--- src/common/adc_port_params.svh ---
// Constants for the converter parallel output port
`ifndef ADC_PORT_PARAMS_SVH
`define ADC_PORT_PARAMS_SVH
`define SAMPLE_WIDTH 8
`define PIPE_LATENCY 5
`define CLK_PERIOD_NS 50
`define OE_ENABLE_MAX_NS 40
`define OE_DISABLE_MAX_NS 10
`define PD_ENTER_TYP_NS 133
`define PD_EXIT_TYP_NS 18
`define CONV_PERIOD_MIN_NS 30
`define CONV_PERIOD_MAX_NS 100000
`define CLK_PHASE_MIN_NS 14
`define CODE_ZERO 8'h00
`define CODE_FULL 8'hFF
// Longest times round down, never below one cycle
`define OE_ENABLE_CYC (((`OE_ENABLE_MAX_NS / `CLK_PERIOD_NS) < 1) ? 1 : (`OE_ENABLE_MAX_NS / `CLK_PERIOD_NS))
`define OE_DISABLE_CYC (((`OE_DISABLE_MAX_NS / `CLK_PERIOD_NS) < 1) ? 1 : (`OE_DISABLE_MAX_NS / `CLK_PERIOD_NS))
// Typical times: rounded up, at least one cycle
`define PD_ENTER_CYC ((`PD_ENTER_TYP_NS + `CLK_PERIOD_NS - 1) / `CLK_PERIOD_NS)
`define PD_EXIT_CYC ((`PD_EXIT_TYP_NS + `CLK_PERIOD_NS - 1) / `CLK_PERIOD_NS)
`endif

--- src/common/adc_port_pkg.sv ---
// Types for the converter parallel output port
package adc_port_pkg;
	typedef logic [7:0] sample_t;
	typedef enum logic [2:0] {
		PWR_RUN = 3'h1,
		PWR_ENTERING = 3'h2,
		PWR_DOWN = 3'h4
	} pwr_state_t;
endpackage

--- src/core/adc_parallel_output_port.sv ---
// Digital output side of an 8-bit pipelined sampling converter

// All timing is counted in whole convert-clock cycles. Power-down entry and exit
// use the typical figures rounded up, so a faster clock never shortens them below
// the analog settling they stand for. The enable and power-down pins are taken as
// synchronous to the convert clock; each float flag stands in for the weak
// pull-down on its pin. A power-down request dropped during entry returns to run
// at once and loses no words. Words that sat in the pipe across a short sleep are
// masked, so the first valid word after wake is always a fresh conversion.
// Limitation: the enable follows its pin at the next rising edge only.
`timescale 1ns/100ps
`include "adc_port_params.svh"
module adc_parallel_output_port #(
	parameter int LATENCY = `PIPE_LATENCY,
	parameter int IN_WIDTH = 10
) (
	// Clock and reset
	input wire logic ref_clk,
	input wire logic sys_rst,
	// Quantizer result, signed two's complement with headroom
	input wire logic signed [IN_WIDTH-1:0] quant_value,
	// Control pins, pull-down modelled by the floating flags
	input wire logic out_enable_n,
	input wire logic out_enable_n_float,
	input wire logic power_down,
	input wire logic power_down_float,
	// Data pins, index 0 is the top bit
	output adc_port_pkg::sample_t sample_out,
	output logic [`SAMPLE_WIDTH-1:0] sample_oe,
	// Status
	output logic sample_valid,
	output logic powered_down
);
	import adc_port_pkg::*;

	// Power-down delays in whole convert-clock cycles
	localparam int ENTER_CYC = `PD_ENTER_CYC;
	localparam int EXIT_CYC = `PD_EXIT_CYC;
	localparam int HALF = 1 << (`SAMPLE_WIDTH - 1);

	// Refuse sizes that the counters and the clamp cannot serve
	if (LATENCY < 1) begin : g_bad_latency
		$error("adc_parallel_output_port: latency below one");
	end
	// One bit of headroom is needed to tell over-range from a wrapped code
	if (IN_WIDTH < `SAMPLE_WIDTH + 1) begin : g_bad_width
		$error("adc_parallel_output_port: input too narrow");
	end
	if ($bits(sample_t) != `SAMPLE_WIDTH) begin : g_bad_word
		$error("adc_parallel_output_port: word type and width disagree");
	end
	// The power-down counters are eight bits wide
	if (ENTER_CYC < 1 || ENTER_CYC > 256) begin : g_bad_enter
		$error("adc_parallel_output_port: entry delay out of range");
	end
	if (EXIT_CYC > 255) begin : g_bad_exit
		$error("adc_parallel_output_port: exit delay out of range");
	end

	// Undriven inputs read as low
	logic oe_n_eff;
	logic pd_eff;
	assign oe_n_eff = out_enable_n_float ? 1'b0 : out_enable_n;
	assign pd_eff = power_down_float ? 1'b0 : power_down;

	// Clamp and offset: code = value + half scale, held to 0..FF
	sample_t coded;
	always_comb begin
		if (quant_value < -HALF) begin
			coded = `CODE_ZERO;
		end else if (quant_value > HALF - 1) begin
			coded = `CODE_FULL;
		end else begin
			coded = sample_t'(quant_value + HALF);
		end
	end

	// Power-down sequencing
	pwr_state_t pstate;
	pwr_state_t next_pstate;
	logic [7:0] pcount;
	logic [7:0] next_pcount;
	logic [7:0] exit_count;
	logic [7:0] next_exit_count;
	always_comb begin
		next_pstate = pstate;
		next_pcount = pcount;
		next_exit_count = (exit_count != 8'h00) ? exit_count - 8'h01 : 8'h00;
		case (pstate)
			PWR_RUN: begin
				if (pd_eff) begin
					next_pstate = PWR_ENTERING;
					next_pcount = 8'(ENTER_CYC - 1);
				end
			end
			PWR_ENTERING: begin
				// Release during entry aborts at once; no words are lost
				if (!pd_eff) begin
					next_pstate = PWR_RUN;
				end else if (pcount == 8'h00) begin
					next_pstate = PWR_DOWN;
				end else begin
					next_pcount = pcount - 8'h01;
				end
			end
			PWR_DOWN: begin
				if (!pd_eff) begin
					next_pstate = PWR_RUN;
					next_exit_count = 8'(EXIT_CYC);
				end
			end
			default: begin
				next_pstate = PWR_RUN;
			end
		endcase
	end

	// Register the power state and its two counters
	always_ff @(posedge ref_clk or posedge sys_rst) begin
		if (sys_rst) begin
			pstate <= PWR_RUN;
			pcount <= 8'h00;
			exit_count <= 8'h00;
		end else begin
			pstate <= next_pstate;
			pcount <= next_pcount;
			exit_count <= next_exit_count;
		end
	end

	// Conversion only runs when awake and past the exit delay
	logic convert_run;
	assign convert_run = (pstate != PWR_DOWN) && (exit_count == 8'h00);

	// Refill guard: a short sleep leaves old valid words in the pipe, and
	// those must not come out as fresh samples after wake-up. Valid is held
	// low until LATENCY new conversions have entered, which costs nothing
	// after a long sleep because the pipe has drained by then anyway.
	localparam int REFILL_W = $clog2(LATENCY + 1);
	logic [REFILL_W-1:0] refill;
	logic [REFILL_W-1:0] next_refill;
	always_comb begin
		next_refill = refill;
		if (pstate == PWR_DOWN && next_pstate == PWR_RUN) begin
			next_refill = REFILL_W'(LATENCY);
		end else if (convert_run && refill != '0) begin
			next_refill = refill - REFILL_W'(1);
		end
	end

	// Register the refill count
	always_ff @(posedge ref_clk or posedge sys_rst) begin
		if (sys_rst) begin
			refill <= '0;
		end else begin
			refill <= next_refill;
		end
	end

	// Conversion pipeline, one word in and one out per clock
	sample_t piped;
	logic piped_valid;
	sample_delay_line #(
		.WIDTH(`SAMPLE_WIDTH),
		.DEPTH(LATENCY)
	) u_delay (
		.ref_clk(ref_clk),
		.sys_rst(sys_rst),
		.din(coded),
		.din_valid(convert_run),
		.dout(piped),
		.dout_valid(piped_valid)
	);

	// Bit order: pin index 0 is the MSB
	sample_t reordered;
	always_comb begin
		for (int i = 0; i < `SAMPLE_WIDTH; i++) begin
			reordered[i] = piped[`SAMPLE_WIDTH-1-i];
		end
	end

	// Output registers; enable follows the pin within one cycle
	sample_t next_out;
	logic [`SAMPLE_WIDTH-1:0] next_oe;
	logic next_valid;
	logic next_powered_down;
	always_comb begin
		next_out = reordered;
		next_oe = oe_n_eff ? '0 : '1;
		next_powered_down = (next_pstate == PWR_DOWN);
		// Valid drops on the very edge that reports sleep, never a cycle late
		next_valid = piped_valid && convert_run && (refill == '0) && !next_powered_down;
	end

	// Every top-level output comes straight from these flops
	always_ff @(posedge ref_clk or posedge sys_rst) begin
		if (sys_rst) begin
			sample_out <= `CODE_ZERO;
			sample_oe <= '0;
			sample_valid <= 1'b0;
			powered_down <= 1'b0;
		end else begin
			sample_out <= next_out;
			sample_oe <= next_oe;
			sample_valid <= next_valid;
			powered_down <= next_powered_down;
		end
	end
endmodule

--- src/core/sample_delay_line.sv ---
// Fixed-latency register pipeline for sample words
`timescale 1ns/100ps
module sample_delay_line #(
	parameter int WIDTH = 8,
	parameter int DEPTH = 5
) (
	// Clock and reset
	input wire logic ref_clk,
	input wire logic sys_rst,
	// Data
	input wire logic [WIDTH-1:0] din,
	input wire logic din_valid,
	output logic [WIDTH-1:0] dout,
	output logic dout_valid
);
	logic [WIDTH-1:0] stage [DEPTH];
	logic [DEPTH-1:0] vld;
	logic [WIDTH-1:0] next_stage [DEPTH];
	logic [DEPTH-1:0] next_vld;

	// Refuse sizes that leave no pipe at all
	if (DEPTH < 1 || WIDTH < 1) begin : g_bad_size
		$error("sample_delay_line: bad size");
	end

	// Shift one position per clock
	always_comb begin
		next_stage[0] = din;
		next_vld[0] = din_valid;
		for (int i = 1; i < DEPTH; i++) begin
			next_stage[i] = stage[i-1];
			next_vld[i] = vld[i-1];
		end
	end

	always_ff @(posedge ref_clk or posedge sys_rst) begin
		if (sys_rst) begin
			for (int i = 0; i < DEPTH; i++) begin
				stage[i] <= '0;
			end
			vld <= '0;
		end else begin
			stage <= next_stage;
			vld <= next_vld;
		end
	end

	assign dout = stage[DEPTH-1];
	assign dout_valid = vld[DEPTH-1];
endmodule

--- config.mk ---
export PLATFORM = sky130hd
export DESIGN_NAME = adc_parallel_output_port
export DESIGN_NICKNAME = d
export VERILOG_FILES = /design/src/common/adc_port_pkg.sv /design/src/core/adc_parallel_output_port.sv /design/src/core/sample_delay_line.sv
export VERILOG_INCLUDE_DIRS = /design/src /design/src/common
export SDC_FILE = /design/constraint.sdc
export NUM_CORES = 1
export LEC_CHECK = 0
export ABC_AREA = 1
export BUFFER_PORTS_ARGS = -buffer_cell sky130_fd_sc_hd__buf_2
export CELL_PAD_IN_SITES_DETAIL_PLACEMENT = 1
export CELL_PAD_IN_SITES_GLOBAL_PLACEMENT = 2
export CORE_ASPECT_RATIO = 1.75
export CORE_MARGIN = 3
export CORE_UTILIZATION = 34
export DETAILED_ROUTE_END_ITERATION = 8
export PLACE_DENSITY_LB_ADDON = 0.1
export SLEW_MARGIN = 5
export SYNTH_ARGS = -nofsm -noshare
export SYNTH_HDL_FRONTEND = slang
export SYNTH_SLANG_ARGS = --single-unit
--- constraint.sdc ---
create_clock -name ref_clk -period 2 [get_ports ref_clk]
set_input_delay 0.1 -clock ref_clk [delete_from_list [all_inputs] [get_ports ref_clk]]
set_output_delay 0.1 -clock ref_clk [all_outputs]
set_load 0.02 [all_outputs]
* Word-level counts from Yosys, hierarchy flattened
Cells that the tools add are included.
Storage, ports and cells: register bits 85, input port bits 16, output and inout port bits 18, word-level logic and storage cells 63
Cells by class: $add $sub $neg 4, magnitude comparators 2, eq/ne operators 9, multiplexer cells 19, reductions and logical operators 15
Operators with widths (number):
- $mux W8 | 9
- $mux W3 | 6
- $logic_not A8 Y1 | 2
- $pmux W8 S2 | 1
- $sub A8 B1 Y8 const B | 2
- $gt A10 B8 Y1 const B | 1
- $lt A10 B8 Y1 const B | 1
- $pmux W3 S3 | 1
- $add A8 B8 Y8 const B | 1
- $reduce_bool A8 Y1 | 1
- $eq A3 B1 Y1 const B | 2
- $eq A3 B3 Y1 const B | 2
- $logic_and A1 B1 Y1 | 6
- $ne A2 B2 Y1 const B | 3
- $reduce_and A4 Y1 | 1
- $reduce_bool A2 Y1 | 2
- $eq A3 B2 Y1 const B | 1
- $logic_not A3 Y1 | 1
- $ne A3 B3 Y1 const B | 1
- $reduce_bool A3 Y1 | 1
- $sub A3 B1 Y3 const B | 1
- $mux W1 | 2
- $logic_not A1 Y1 | 1

* Logic depth before layout (Yosys ltp)
word-level depth 7, gate-level depth with buffers 9, mapped depth without buffers 9

* Cells and area by module
A second synthesis with hierarchy kept.
Second synthesis, totals: cell total of the unflattened synthesis 247, area total of the unflattened synthesis 2905.3 um^2
Modules (own cells, without submodules):
- adc_parallel_output_port | instances 1, cells each 201, area each 1775.5 um^2, sequential area each 827.0 um^2
- sample_delay_line | instances 1, cells each 46, area each 1129.8 um^2, sequential area each 1126.1 um^2

* Worst setup path after synthesis
No wires, ideal clock.
path kind flip-flop to flip-flop, start point register pcount[0], end point register pcount[2], library setup time 74 ps, data arrival time 1336 ps, required time 1926 ps, slack 590 ps, cell stages (with the launch flop) 10, path buffers 1, clock period less this slack 1410 ps, path through dfrtp_1 inv_1 ha_1 inv_1 nor3_2 nand3_2 nand2_4 buf_8 nand2_1 o21ai_2
Between the ends: word-level cells in the longest chain between the ends 4, elaborated cells on any way between the ends 7, those cells by class add/sub (1); eq/ne (1); mux (3); reduce/logical (2)
Ends and longest elaborated chain:
- start, declared | line adc_parallel_output_port.sv:81 | logic [7:0] pcount;
- start signal, assigned | line adc_parallel_output_port.sv:126 | pcount <= next_pcount;
- $sub A8 B1 Y8 | line adc_parallel_output_port.sv:103 | next_pcount = pcount - 8'h01;
- $mux W8 | line adc_parallel_output_port.sv:100 | end else if (pcount == 8'h00) begin
- $mux W8 | line adc_parallel_output_port.sv:98 | if (!pd_eff) begin
- $pmux W8 S2 | line adc_parallel_output_port.sv:89 | case (pstate)
Parallel ways exist; a longest one is shown, timed or not. The select of a mux whose other input is x is not followed. A chain may end at the register's enable or synchronous reset.

* Worst setup path after layout
start point register pcount[0], end point register pcount[4]
The elaborated chain is that of the path after synthesis.

==> results.yml <==
grt:
  grtUsageTotal: 0.121
  antenna_found_initial: 0
  grt_max_degree: 79
  gr-total-overflow: 0
  grt_pass1_wl_mm: 8.54
  first_global_vias: 1839
sta:
  worst_pin_slew_ns: 0.549
  post-route-min-period_ns: 1.61
  timing.final.hold_violations: 0
  tns_ns: 0
  timing.hold.ws_ns: 0.0202
  slew_headroom: 0.630
  setup_viol: 0
  timing.final.crit_share: 0.807
  fmaxAchievable_mhz: 619
  finClkSkew_ns: 0.00470
  finalMaxSlewViolations: 0
  rsz0062_at_grt: "false"
setup_path:
  crit_path_max_fanout: 16
  start_kind: "register"
  timing.reg2reg.setup_slack_ns: 0.39
  required_ns: 2.22
  worstSetupEndpointType: "register"
  rr_startpoint: "pcount[0]"
  path_class: "register to register"
  worstPathArrival_ns: 1.84
  r2r_end: "pcount[4]"
  rr_worst_depth: 9
final_layout:
  area_growth_pct: 19.3
  layoutNonFillerInstCount: 385
  layout-drive-gt1-share: 0.247
  layout.nets: 311
  antenna_cells: 0
yosys:
  synth_nets: 270
  synth_top_family_by_area: "simple AND/OR/NAND/NOR gates"
  synth-seq-cells: 78
  avgSynthCellArea_um2: 11.5
  synth.area.top_cells: "dfrtp_1 67%, inv_1 4.9%, nand2_1 4.3%, nor2_1 2.8%, o21ai_0 2.5%"
  synth_xor_area_frac: 0.0153
  netlist.area_leader.share: 0.675
  synth_mux_area_frac: 0
  syn_inst: 249
  synth_top_area_cell: "dfrtp_1"
  ys_seq_area_frac: 0.684
  synth_compound_area_frac: 0.0583
  synthSimpleGateAreaFrac: 0.142
  synth_area_um2: 2860
  yosysUniqueCellTypes: 28
  yosys_warnings: 0
  synth_fa_ha_area_frac: 0.0219
detailed_routing:
  drcViolationCount: 0
  drt_iter0_drc: 131
  vias: 1735
  viasPerCell: 4.51
  wl_mm: 4.92
  dr.pass1.iters: 4
  wl_per_cell_um: 12.8
  detail-route-antenna-nets: 0
clock_tree:
  root_buffer: "clkbuf_16"
  htree_num_levels: 3
  cts_tree: "yes"
  numCtsBuffers: 9
  post_cts_buffers: 0
  clk_latency_ns: 0.33
  clk_pin_slew_ns: 0.06
  post_cts_resized: 0
  clock-sinks: 78
  clockBufferDepth: 2
floorplan:
  die-width_um: 75.3
  rows: 43
  io_pins: 34
  start_util: 0.354
  die_area_um2: 9580
  die_h_um: 127
  core_um2: 8070
power_and_ir_drop:
  seqPwrFrac: 0.468
  p_leak_nw: 1.65
  combPwrFrac: 0.165
  vdd_drop_max_v: 0.000522
  p_total_mw: 4.07
  p_int_mw: 2.92
  swShare: 0.282
  p_sw_mw: 1.15
  p_clk_frac: 0.367
  cellPowerDensity_nw_per_um2: 1190
worst_hold_path:
  min_to: "u_delay.next_stage[27]"
  hold_class: "input pin to register"
  hp-start: "quant_value[3]"
  worstHoldPathCells: 3
placed_design:
  place_inst: 365
  port_buffers: 33
  gp_congestion: 0.752
  dp_hpwl_mm: 3.41
run:
  cap_violations: 0
outcome:
  status: "complete, no violations"
[per-stage QoR]
| stage | utilization | instance area [um^2] | setup WS, ns |
|---|---|---|---|
| after global routing | 0.422 | 3410 | 0.164 |
| after detailed placement | 0.383 | 3090 | 0.370 |
| after floorplan | - | 2860 | 0.590 |
| after global placement | 0.383 | 3090 | 0.445 |
| after CTS | 0.422 | 3410 | 0.364 |
| final | 0.422 | 3410 | 0.385 |
[registers in the layout (all words and copies together), names as in the netlist]
signal / count
exit_count: 8
pcount: 8
powered_down: 1
pstate: 3
refill: 3
sample_oe: 1
sample_out: 8
sample_valid: 1
u_delay.dout: 8
u_delay.next_stage: 32
u_delay.vld: 5
[per-layer routing]
| metal | vias up | share of wire | track usage |
|---|---|---|---|
| li1 | 845 | - | - |
| met1 | 854 | 0.42 | 0.141 |
| met2 | 26 | 0.53 | 0.197 |
| met3 | 10 | 0.033 | 0.0354 |
| met4 | 0 | 0.022 | 0.0618 |
| met5 | - | 0 | 0 |
[worst max-delay path, stage by stage, from the launching register on]
cell and delay, ns:
dfrtp_1 0.39, inv_1 0.14, ha_1 0.25, inv_1 0.08, nor3_2 0.13, nand3_2 0.11, nand2_4 0.20, inv_2 0.10
nand2_1 0.07, nand2_1 0.04
[final cells by class]
class                   count  area [um^2]
clock buffers              11          243
clock inverters             5         33.8
fillers                   909         4660
inverters                  41          159
multi-input cells         122          679
flip-flops and latches     78         1950
well taps                  90          113
repair buffers             38          225
[Yosys cell counts]
| cell | instances |
|---|---|
| dfrtp_1 | 77 |
| inv_1 | 37 |
| nand2_1 | 33 |
| nor2_1 | 21 |
| o21ai_0 | 14 |
| nand3_1 | 13 |
| buf_4 | 7 |
| ha_1 | 5 |
| a21oi_1 | 4 |
| nand4_1 | 4 |
| nor2_2 | 4 |
| o21ai_2 | 4 |
| xor2_1 | 4 |
| inv_2 | 3 |
| a21oi_2 | 2 |
| nand2_2 | 2 |
| nand3_2 | 2 |
| nor3_2 | 2 |
| o21ai_1 | 2 |
| a31oi_1 | 1 |
| buf_8 | 1 |
| clkinv_2 | 1 |
| dfstp_2 | 1 |
| nand2_4 | 1 |
| nand3b_4 | 1 |
| nor3_1 | 1 |
| o21bai_1 | 1 |
| xnor2_1 | 1 |
[how the worst max path moves through the flow]
stage          startpoint   endpoint  cells after the start
3_5_place_dp    pcount[0]  pcount[4]                      9
4_1_cts         pcount[0]  pcount[4]                      9
5_1_grt         pcount[0]  pcount[4]                      9
2_1_floorplan   pcount[0]  pcount[2]                      9
6_report        pcount[0]  pcount[4]                      9
3_3_place_gp    pcount[0]  pcount[4]                      9
[cells in the final DEF, fill, tap and decap left out, types with 5 or more instances in the layout]
master | netlist | layout
dfrtp_1 | 77 | 77
inv_1 | 37 | 36
nand2_1 | 33 | 33
buf_2 | 0 | 33
nor2_1 | 21 | 21
o21ai_0 | 14 | 14
nand3_1 | 13 | 13
clkbuf_16 | 0 | 9
ha_1 | 5 | 5
[power by group through the flow]
stage / Sequential [mW] / Clock (mW) / Combinational [mW]
4_1_cts: 1.91 / 1.54 / 0.700
6_report: 1.90 / 1.49 / 0.672
3_5_place_dp: 1.94 / 0 / 0.691
3_3_place_gp: 1.92 / 0 / 0.668
2_1_floorplan: 1.92 / 0 / 0.516
5_1_grt: 1.93 / 1.62 / 0.790
[cell families after synthesis]
kind of cell	after synthesis
xor+xnor	5
buf+inv	49
compound gates	28
flops	78
fa+ha+maj	5
simple gates	84
[what timing repair did]
| item | 4_1_cts | 5_1_grt |
|---|---|---|
| endpoints found under the hold margin | 79 | 0 |
| endpoints found under the setup margin | 0 | 0 |
| hold buffers | 4 | 0 |
(Power assumes the default switching activity.)
